`src/logic/ldss_pkg.sv`:
```
/*
 * Constants and state type shared by the LED driver startup sequencer.
 * Assumes a single 10 MHz reference clock and a boost switching-clock tick input.
 */
package ldss_pkg;
   // ------------------------------------------------------------
   // timing
   // ------------------------------------------------------------
   localparam int CLK_PERIOD_NS      = 100;
   localparam int FIRST_ON_MIN_NS    = 2000;   // first_on_min_time, max figure
   localparam int FIRST_ON_MIN_CYC   =
      (FIRST_ON_MIN_NS + CLK_PERIOD_NS - 1) / CLK_PERIOD_NS;
   localparam int GATE_FAULT_FAST_NS = 3000;   // gate_fault_fast_time, longest
   localparam int GATE_FAULT_FAST_CYC =
      (GATE_FAULT_FAST_NS / CLK_PERIOD_NS) < 1 ? 1 : GATE_FAULT_FAST_NS / CLK_PERIOD_NS;
   localparam int DETECT_MIN_SW      = 3000;   // switching cycles before latch
   localparam int DETECT_MAX_SW      = 4000;
   localparam int GATE_FAULT_SLOW_SW = 10000;  // switching cycles at 1-2x trip
   localparam int DIM_OFF_SHUT_SW    = 32750;  // switching cycles of low enable
   localparam int SW_CNT_W           = 16;
   localparam int NUM_CH             = 4;
   // ------------------------------------------------------------
   // sequencer states
   // ------------------------------------------------------------
   typedef enum logic [2:0] {
      LDSS_OFF, LDSS_GATE_WAIT, LDSS_DETECT, LDSS_HALT, LDSS_SOFT, LDSS_RUN, LDSS_SHUT
   } ldss_state_t;
endpackage

```
`src/logic/ldss_sync_if.sv`:
```
/*
 * Synchronised comparator results passed from the synchroniser to the sequencer.
 * Assumes both ends run on ref_clk.
 */
interface ldss_sync_if #(parameter int N = 4);
   logic         lockoutOk;   // supply lockout cleared
   logic         gateReady;   // gate at supply minus offset
   logic [N-1:0] aboveDet;    // led pin above detect threshold
   logic [N-1:0] shortLow;    // led pin below short level
   logic [N-1:0] inUse;       // led pin at in-use level
   logic         ocSlow;      // current above 1x trip
   logic         ocFast;      // current above 2x trip
   logic         ledHigh;     // led pins high enough for full current
   modport src (output lockoutOk, gateReady, aboveDet, shortLow, inUse, ocSlow, ocFast, ledHigh);
   modport dst (input  lockoutOk, gateReady, aboveDet, shortLow, inUse, ocSlow, ocFast, ledHigh);
endinterface

```
`src/logic/ldss_sequencer.sv`:
```
/*
 * Startup and fault sequencer for a four-channel LED backlight driver.
 * Assumes swTick is a one-cycle pulse per boost switching cycle, and that
 * the host drives the enable pin and keeps a low time to power down.
 */
// Notes on behaviour
// - start needs enable high and lockout cleared
// - low freq_set_sync_pin blocks power-up
// - system fault check before enabling channels
// - disconnect switch on, then check led pins
// - detection starts only after gate ready
// - latch pin status after 3000-4000 switching cycles
// - classify pins shorted, unused or in use
// - unused channel dropped from regulation loop
// - shorted pin holds halt, then rechecks
// - 1-2x overcurrent shuts down after 10000 cycles
// - above 2x overcurrent shuts down within 3us
// - enable low 32750 cycles enters shutdown
// - soft start uses reduced currents, then full
module ldss_sequencer
   import ldss_pkg::*;
#(
   parameter int NCH            = NUM_CH,
   parameter int DIM_OFF_CYCLES = DIM_OFF_SHUT_SW,    // switching cycles
   parameter int SLOW_FAULT_CYC = GATE_FAULT_SLOW_SW, // switching cycles
   parameter int DETECT_CYC     = DETECT_MIN_SW       // switching cycles
) (
   input  wire logic           ref_clk,          // 10 MHz clock
   input  wire logic           rstn,             // async reset, active low
   input  wire logic           swTick,           // switching-clock pulse
   input  wire logic           enableDim,        // enable/dimming pin
   input  wire logic           freq_set_sync_pin,// low blocks power-up
   input  wire logic           supply_lockout,   // high while supply too low
   input  wire logic           gateReadyCmp,     // gate at supply minus offset
   input  wire logic           senseOc1x,        // supply_current_sense above 1x trip
   input  wire logic           senseOc2x,        // supply_current_sense above 2x trip
   input  wire logic [NCH-1:0] ledDetCmp,        // led pin above detect level
   input  wire logic [NCH-1:0] ledShortCmp,      // led pin below short level
   input  wire logic [NCH-1:0] ledUseCmp,        // led pin at in-use level
   input  wire logic [NCH-1:0] ledHighCmp,       // led pin high enough for full
   output logic                disconnectOn,     // input disconnect switch drive
   output logic [NCH-1:0]      led_sink_channel, // channel enabled in regulation
   output logic                soft_start_sink_current, // reduced sink current
   output logic                swLimitReduced,   // reduced switch limit
   output logic                shortHalt,        // halted on shorted pin
   output logic                faultShutdown,    // overcurrent shutdown latched
   output logic                seqRunning        // full regulation reached
);
   ldss_sync_if #(.N(NCH)) syn ();

   // ------------------------------------------------------------
   // comparator synchronisation
   // ------------------------------------------------------------
   ldss_sync #(.N(NCH)) u_sync (
      .ref_clk (ref_clk),
      .rstn    (rstn),
      .rawIn   ({ledHighCmp, ledUseCmp, ledShortCmp, ledDetCmp,
                 senseOc2x, senseOc1x, gateReadyCmp, ~supply_lockout}),
      .so      (syn.src)
   );

   // ------------------------------------------------------------
   // sequencer state
   // ------------------------------------------------------------
   ldss_state_t         state_r, state_nxt;
   logic [SW_CNT_W-1:0] onCnt_r, onCnt_nxt;     // first-pulse ref clocks
   logic [SW_CNT_W-1:0] detCnt_r, detCnt_nxt;   // detection switching cycles
   logic [SW_CNT_W-1:0] lowCnt_r, lowCnt_nxt;   // enable-low switching cycles
   logic [SW_CNT_W-1:0] ocCnt_r, ocCnt_nxt;     // slow overcurrent cycles
   logic [NCH-1:0]      chan_r, chan_nxt;
   logic                flt_r, flt_nxt;
   logic                startOk, sysOk, anyShort, allDet;

   function automatic logic [SW_CNT_W-1:0] inc(input logic [SW_CNT_W-1:0] v);
      inc = (&v) ? v : v + 16'h0001;
   endfunction

   // start and system-check conditions
   always_comb begin
      startOk  = enableDim && syn.lockoutOk && freq_set_sync_pin &&
                 (onCnt_r >= SW_CNT_W'(FIRST_ON_MIN_CYC));
      sysOk    = syn.lockoutOk && freq_set_sync_pin && !flt_r;
      anyShort = |syn.shortLow;
      allDet   = &(syn.aboveDet | syn.shortLow);
   end

   // next state and counters
   always_comb begin
      state_nxt  = state_r;
      chan_nxt   = chan_r;
      flt_nxt    = flt_r;
      onCnt_nxt  = enableDim ? inc(onCnt_r) : '0;
      detCnt_nxt = detCnt_r;
      lowCnt_nxt = enableDim ? '0 : (swTick ? inc(lowCnt_r) : lowCnt_r);
      ocCnt_nxt  = (syn.ocSlow && !syn.ocFast && disconnectOn) ?
                   (swTick ? inc(ocCnt_r) : ocCnt_r) : '0;
      // long enable low clears the fault; a fault raised in the same cycle wins
      if (lowCnt_r >= SW_CNT_W'(DIM_OFF_CYCLES))
         flt_nxt = 1'b0;
      // overcurrent shutdown
      if (disconnectOn && syn.ocFast)
         flt_nxt = 1'b1;
      if (disconnectOn && ocCnt_r >= SW_CNT_W'(SLOW_FAULT_CYC))
         flt_nxt = 1'b1;
      unique case (state_r)
         LDSS_OFF: begin
            chan_nxt = '0;
            if (startOk && !flt_r)
               state_nxt = LDSS_GATE_WAIT;
         end
         LDSS_GATE_WAIT: begin
            detCnt_nxt = '0;
            if (syn.gateReady)
               state_nxt = LDSS_DETECT;
         end
         LDSS_DETECT: begin
            if (!allDet)
               detCnt_nxt = '0;
            else if (swTick)
               detCnt_nxt = inc(detCnt_r);
            if (detCnt_r >= SW_CNT_W'(DETECT_CYC)) begin
               chan_nxt = syn.inUse & ~syn.shortLow;
               state_nxt = anyShort ? LDSS_HALT : LDSS_SOFT;
            end
         end
         LDSS_HALT: begin
            if (!anyShort) begin
               detCnt_nxt = '0;
               state_nxt  = LDSS_DETECT;
            end
         end
         LDSS_SOFT: begin
            if (syn.ledHigh)
               state_nxt = LDSS_RUN;
         end
         LDSS_RUN: ;
         LDSS_SHUT: begin
            chan_nxt = '0;
         end
         default: state_nxt = LDSS_OFF;
      endcase
      if (state_r != LDSS_OFF && state_r != LDSS_SHUT && (!sysOk || flt_nxt)) begin
         state_nxt = LDSS_SHUT;
         chan_nxt  = '0;
      end
      if (lowCnt_r >= SW_CNT_W'(DIM_OFF_CYCLES)) begin
         state_nxt = LDSS_OFF;
         chan_nxt  = '0;
      end
   end

   // register state
   always_ff @(posedge ref_clk or negedge rstn) begin
      if (!rstn) begin
         state_r  <= LDSS_OFF;
         chan_r   <= '0;
         flt_r    <= 1'b0;
         onCnt_r  <= '0;
         detCnt_r <= '0;
         lowCnt_r <= '0;
         ocCnt_r  <= '0;
      end else begin
         state_r  <= state_nxt;
         chan_r   <= chan_nxt;
         flt_r    <= flt_nxt;
         onCnt_r  <= onCnt_nxt;
         detCnt_r <= detCnt_nxt;
         lowCnt_r <= lowCnt_nxt;
         ocCnt_r  <= ocCnt_nxt;
      end
   end

   // outputs from state
   always_comb begin
      disconnectOn            = state_r inside {LDSS_GATE_WAIT, LDSS_DETECT, LDSS_HALT,
                                                LDSS_SOFT, LDSS_RUN};
      led_sink_channel        = (state_r inside {LDSS_SOFT, LDSS_RUN}) ? chan_r : '0;
      soft_start_sink_current = (state_r == LDSS_SOFT);
      swLimitReduced          = (state_r == LDSS_SOFT);
      shortHalt               = (state_r == LDSS_HALT);
      faultShutdown           = flt_r;
      seqRunning              = (state_r == LDSS_RUN);
   end
endmodule

```
`src/logic/ldss_sync.sv`:
```
/*
 * Two-flop synchroniser for all analog comparator results.
 * Assumes comparator outputs are asynchronous levels.
 */
module ldss_sync #(
   parameter int N = 4
) (
   input  wire logic         ref_clk,     // system clock
   input  wire logic         rstn,        // async reset, active low
   input  wire logic [4*N+4-1:0] rawIn,   // packed comparator levels
   ldss_sync_if.src          so           // synchronised results
);
   localparam int W = 4*N+4;
   logic [W-1:0] stg1_r, stg1_nxt, stg2_r, stg2_nxt;

   // next values: first stage reads raw, second reads only first
   always_comb begin
      stg1_nxt = rawIn;
      stg2_nxt = stg1_r;
   end

   // register both stages
   always_ff @(posedge ref_clk or negedge rstn) begin
      if (!rstn) begin
         stg1_r <= '0;
         stg2_r <= '0;
      end else begin
         stg1_r <= stg1_nxt;
         stg2_r <= stg2_nxt;
      end
   end

   assign so.lockoutOk = stg2_r[0];
   assign so.gateReady = stg2_r[1];
   assign so.ocSlow    = stg2_r[2];
   assign so.ocFast    = stg2_r[3];
   assign so.aboveDet  = stg2_r[4 +: N];
   assign so.shortLow  = stg2_r[4+N +: N];
   assign so.inUse     = stg2_r[4+2*N +: N];
   assign so.ledHigh   = &stg2_r[4+3*N +: N];
endmodule

```
`config.mk`:
```
export PLATFORM = sky130hd
export DESIGN_NAME = ldss_sequencer
export DESIGN_NICKNAME = d
export VERILOG_FILES = /design/src/logic/ldss_pkg.sv /design/src/logic/ldss_sync_if.sv /design/src/logic/ldss_sequencer.sv /design/src/logic/ldss_sync.sv
export SDC_FILE = /design/constraint.sdc
export NUM_CORES = 1
export LEC_CHECK = 0
export BUFFER_PORTS_ARGS = -buffer_cell sky130_fd_sc_hd__buf_4
export CAP_MARGIN = 20
export CELL_PAD_IN_SITES_DETAIL_PLACEMENT = 2
export CELL_PAD_IN_SITES_GLOBAL_PLACEMENT = 2
export CORE_MARGIN = 2
export CORE_UTILIZATION = 43
export DETAILED_ROUTE_END_ITERATION = 6
export GPL_ROUTABILITY_DRIVEN = 1
export PLACE_DENSITY = 0.95
export SETUP_SLACK_MARGIN = 0.05
export SYNTH_ARGS = -nofsm -noshare
export SYNTH_HDL_FRONTEND = slang
export SYNTH_SLANG_ARGS = --single-unit
```
`constraint.sdc`:
```
create_clock -name ref_clk -period 4.7 [get_ports ref_clk]
set_input_delay 0.94 -clock ref_clk [delete_from_list [all_inputs] [get_ports ref_clk]]
set_output_delay 0.94 -clock ref_clk [all_outputs]
set_load 0.05 [all_outputs]
```
Yosys cells after proc, flatten, opt, wreduce, memory -nomap -nowiden:

Index checks and enable logic that the tools add are counted.

* bits in writable memories: 0
* bits of input ports: 25
* logic and storage cells: 108
* register bits: 112
* bits in read-only memories: 0
* memories kept: 0
* output and inout bits: 10
* bits in latches: 0

* multiply operators: 0
* $add $sub $neg: 4
* equal/unequal tests: 20
* multiplexer cells: 30
* shift-type cells: 0
* reduce and logical (&&, ||, !) cells: 37
* bitwise gates (word level): 4
* order comparisons: 4
* divide/modulo/power cells: 0

Operator list (count)
* $mux W16: 12
* $add A16 B1 Y16 const B: 4
* $reduce_and A16 Y1: 4
* $pmux W16 S3: 1
* $mux W3: 8
* $pmux W3 S6: 1
* $ge A16 B12 Y1 const B: 1
* $ge A16 B14 Y1 const B: 1
* $ge A16 B15 Y1 const B: 1
* $ge A16 B5 Y1 const B: 1
* $mux W4: 4
* $logic_and A1 B1 Y1: 12
* $reduce_and A4 Y1: 3
* $ne A2 B2 Y1 const B: 5
* $eq A3 B3 Y1 const B: 3
* $ne A3 B3 Y1 const B: 3
* $ne A4 B4 Y1 const B: 2
* $pmux W4 S2: 1
* $eq A3 B2 Y1 const B: 2
* $reduce_and A2 Y1: 3
* $reduce_and A6 Y1: 1
* $reduce_bool A3 Y1: 2
* $reduce_bool A5 Y1: 1
* $and A4 B4 Y4: 1
* 16 further kinds: 22

Depth between registers and ports, before layout:

* word-level depth: 9
* depth in mapped cells: 8

Cells and area by module:

Synthesis repeated with hierarchy kept, for this count alone.

* cell total of the unflattened synthesis: 535
* area total of the unflattened synthesis: 5486.5 µm²

Modules (own cells, without submodules)
* ldss_sequencer: times used 1, area each 4386.7 µm², cells each 482
* ldss_sync: times used 1, area each 1099.8 µm², cells each 53

Worst setup path before layout:

OpenSTA, ideal clock, no wires.

* path kind: reg2out
* start point: reg state_r[1]
* end point: out swLimitReduced
* arrival: 2094 ps
* stages on the path, launching flop included: 4
* data required time: 3760 ps
* slack: 1666 ps
* cell sequence: dfrtp_1 > clkbuf_1 > nor3_1 > buf_4

* word-level cells in the longest chain between the ends: 1

RTL lines
* from (decl): RTL line ldss_sequencer.sv:65 `ldss_state_t state_r, state_nxt;`
* from (signal assigned): RTL line ldss_sequencer.sv:163 `state_r <= state_nxt;`
* $eq A3 B3 Y1
* to (decl): RTL line ldss_sequencer.sv:44 `output logic swLimitReduced,`

Every way passes these cells.

Worst setup path in the final report:

* start point: reg state_r[1]
* end point: out disconnectOn

* word-level cells in the longest chain between the ends: 2
* elaborated cells between the ends (all ways): 6

RTL lines
* $eq A3 B1 Y1 (tied with other cells): RTL line ldss_sequencer.sv:175 `disconnectOn = state_r inside {LDSS_GATE_WAIT, LDSS_DETECT, LDSS_HALT,`
* $reduce_bool A5 Y1 *: RTL line ldss_sequencer.sv:175
* to (decl): RTL line ldss_sequencer.sv:41 `output logic disconnectOn,`

Mark *: on every way between the ends. The rest lies on a longest branch, timed or not.

==> summary.md <==
| Metric | Value |
|---|---|
| Status | `complete, but fails checks` |
| Failing checks | `DRC` |
| VDD IR-drop max | `around 0.00031 V` |
| M1 GR Usage | `approximately 30%` |
| Crit path cell chain | `nor3_1 -> a21oi_1 -> buf_4` |
| Minimum clock period | `~2800 ps` |
| GRT busiest layer | `met2` |
| Ys async rst share | `100%` |
| Core area | `around 12000 um^2` |
| Post-synth top area share | `~55%` |
| R2R Setup Slk | `~2200 ps` |
| Final setup vio count | `0` |
| Actual slew at the worst max-slew pin | `727 ps` |
| Vias in the first global route | `4508` |
| Most numerous cell in the Yosys netlist | `dfrtp_1` |
| Fin crit share | `~60%` |
| IO Port Bufs | `34` |
| Post-synth top area cell | `dfrtp_1` |
| Fin nets | `555` |
| Cell Area, Synth | `approximately 5100 um^2` |
| P_leak | `2.56 nW` |
| Clk root buf | `clkbuf_16` |
| Post-Route WL | `between 10000 and 15000 um` |
| Worst Reg2Reg Path Length in Cells | `6` |
| Worst Path Required | `about 3800 ps` |
| Post-DP Area | `approximately 5500 um^2` |
| Hold crit path type | `reg2reg` |
| Post-Syn Area per Cell | `10.5 um^2` |
| Reg-to-reg critical path startpoint | `u_sync.stg2_r[8]` |
| Wirelength per Cell | `roughly 22 um` |
| Cts bufs inserted | `9` |
| Post-cts resize count | `0` |
| Post-CTS Hold Buffers | `0` |
| Gate count of the mapped netlist | `around 490` |
| Die Ht | `around 110 um` |
| Starting Density | `44.4%` |
| Max_cap viols | `0` |
| RSZ-0062 raised after global routing | `false` |
| Rel. slew slack | `~51%` |
| Critical Path Source Type | `flop` |
| Area delta synth->final | `13.2%` |
| Met3 track demand over resource | `between 5 and 6%` |
| Largest net degree at the start of global routing | `about 50` |
| WHS Endpoint | `u_sync.stg2_r[16]` |
| Clock sink count | `approximately 110` |
| Vias per inst | `between 5 and 6` |
| Post-route ant nets | `0` |
| Iteration-0 DRC Markers | `174` |
| Post-route cell area | `approximately 5800 um^2` |
| Layout cells sized above 1 | `a little over an eighth` |
| CP max stage delay | `between 600 and 700 ps` |
| GR Overflow Total | `0` |
| Ys flop type | `dfrtp_1` |
| PD cells | `309 nW/um^2` |
| Antenna cells | `0` |
| Post-DP HPWL | `about 11000 um` |
| Worst Path Buf+Inv | `1` |
| Synth top cells by count | `112 x dfrtp_1, 58 x nor2_1, 40 x nand2_1` |
| Synth cell types | `63` |
| Drt drc | `2` |
| EDFF count, synth | `0` |
| GR met2 Demand/Resource | `46.2%` |
| Crit end category | `output pin` |
| CP delay by family, top | `flip-flops` |
| H-tree depth | `3` |
| Die X | `113 um` |
| Worst-Skew Late Latency | `360 ps` |
| First-pass GRT wire length | `roughly 25000 um` |
| Final Max Slew Viols | `0` |
| DR vias | `between 3000 and 4000` |
| Overall routing resource usage | `between 20 and 30%` |
| Setup TNS Final | `0 ps` |
| Total die area | `about 13000 um^2` |
| Critical Path AT | `about 1800 ps` |
| Fill count | `roughly 1200` |
| Worst-path clk slew | `about 70 ps` |
| Boundary Pins | `35` |
| Fmax | `360 MHz` |
| Clock tree buffer depth | `2` |
| Gpl congestion | `~0.77` |
| Syn nets | `518` |
| Post-CTS Setup Inserts | `0` |
| Initial antenna violation count | `0` |
| Register area share after synthesis | `approximately 55%` |
| Worst path slowest cell | `dfrtp_1` |
| Final Hold Viols | `0` |
| Flops & latches, synth | `between 100 and 150` |
| Syn. warnings | `0` |
| Rows | `39` |
| Cell count of the worst hold path | `0` |
| Drt first pass iters | `6` |
| Setup CP Type | `reg2out` |
| Worst Skew | `8.08 ps` |
| Worst r2r dst | `detCnt_r[14]` |
| CTS tree | `done` |
| Hold_sp | `u_sync.stg1_r[16]` |
| Critical path peak fanout | `17` |
| Top cells by area, synth | `dfrtp_1 55%, xor2_1 6.3%, nor2_1 4.3%` |
-- worst register-to-register path, cell delays in order, from the launching register on --
cell	delay, ps
dfrtp_1	450
nor4_2	490
o2111ai_1	240
a21oi_2	560
nand3_1	140
mux2_2	290
o21ai_0	190
-- worst max path at each step --
stage / startpoint / endpoint / slack [ps] / cells after the start
detailed placement: swTick / detCnt_r[14] / 2160 / 6
finish: state_r[1] / disconnectOn / 1920 / 3
floorplan: state_r[1] / swLimitReduced / 1670 / 3
global route: state_r[1] / disconnectOn / 1770 / 3
global placement: swTick / detCnt_r[13] / 2400 / 6
CTS: state_r[1] / disconnectOn / 1910 / 3
-- cells in the final DEF (no fill, tap or decap), types with 3 or more instances in the layout --
cell type  count
ha_1           8
a21oi_1       16
and2_1        17
nor3_1         6
xor2_1        37
buf_4         37
nand4_1       22
nand3_1       28
and3_1        17
o21ai_0       12
nor2_1        58
clkbuf_16      9
inv_1         15
o31ai_1        5
or4b_1         4
dfrtp_1      112
a31oi_1        5
nor2b_1        7
or3_1          3
nor4_1         4
xnor2_1       13
nand2_1       40
-- through the flow --
step | setup WS [ps] | hold WS (ps) | total power, mW | util (%) | instances
3_3_place_gp | 2400 | 334 | 1.07 | 47.9 | 654
3_5_place_dp | 2160 | 336 | 1.08 | 47.9 | 654
6_report | 1920 | 352 | 1.79 | 50.2 | 669
4_1_cts | 1910 | 353 | 1.81 | 50.2 | 669
2_1_floorplan | 1670 | 331 | 1.03 | - | 485
5_1_grt | 1770 | 355 | 1.84 | 50.2 | 669
-- logic make-up after synthesis --
family                     after synthesis  share of synthesized area (%)
AOI/OAI and AO/OA                       62                           8.81
adders and majority gates                8                           1.96
xor gates and xnor gates                50                           8.57
and+or+nand+nor                        223                           23.0
muxes                                    3                          0.612
buffers and inverters                   27                           2.20
DFF                                    112                           54.8
-- registers in the layout, summed over array words and instances, names as in the netlist --
name and count:
lowCnt_r 16, state_r 3, detCnt_r 16, chan_r 4, onCnt_r 16, u_sync.stg1_r 20
ocCnt_r 16, u_sync.stg2_r 20, faultShutdown 1
-- area by class of cell --
cell class              count  area (um^2)  share of cell area, %
inverters                  16         60.1                   1.04
flip-flops and latches    112         2800                   48.4
multi-input cells         346         2200                   37.9
clock inverters             4         28.8                  0.497
repair buffers             37          278                   4.80
well taps                 143          179                   3.09
clock buffers              11          243                   4.19
-- per-layer routing --
layer | wire, um | part of all wire (%)
met1 | 5950 | 40
met3 | 444 | 3.0
met4 | 394 | 2.6
met5 | 0 | 0
met2 | 8140 | 55
-- where the power goes --
part	switching (mW)	total, mW	leakage (nW)	internal (mW)
registers	0.0141	0.998	1.46	0.984
clock network	0.354	0.726	0.128	0.373
logic	0.0398	0.0635	0.975	0.0237
Note: power is estimated with default switching activity, not from simulation.
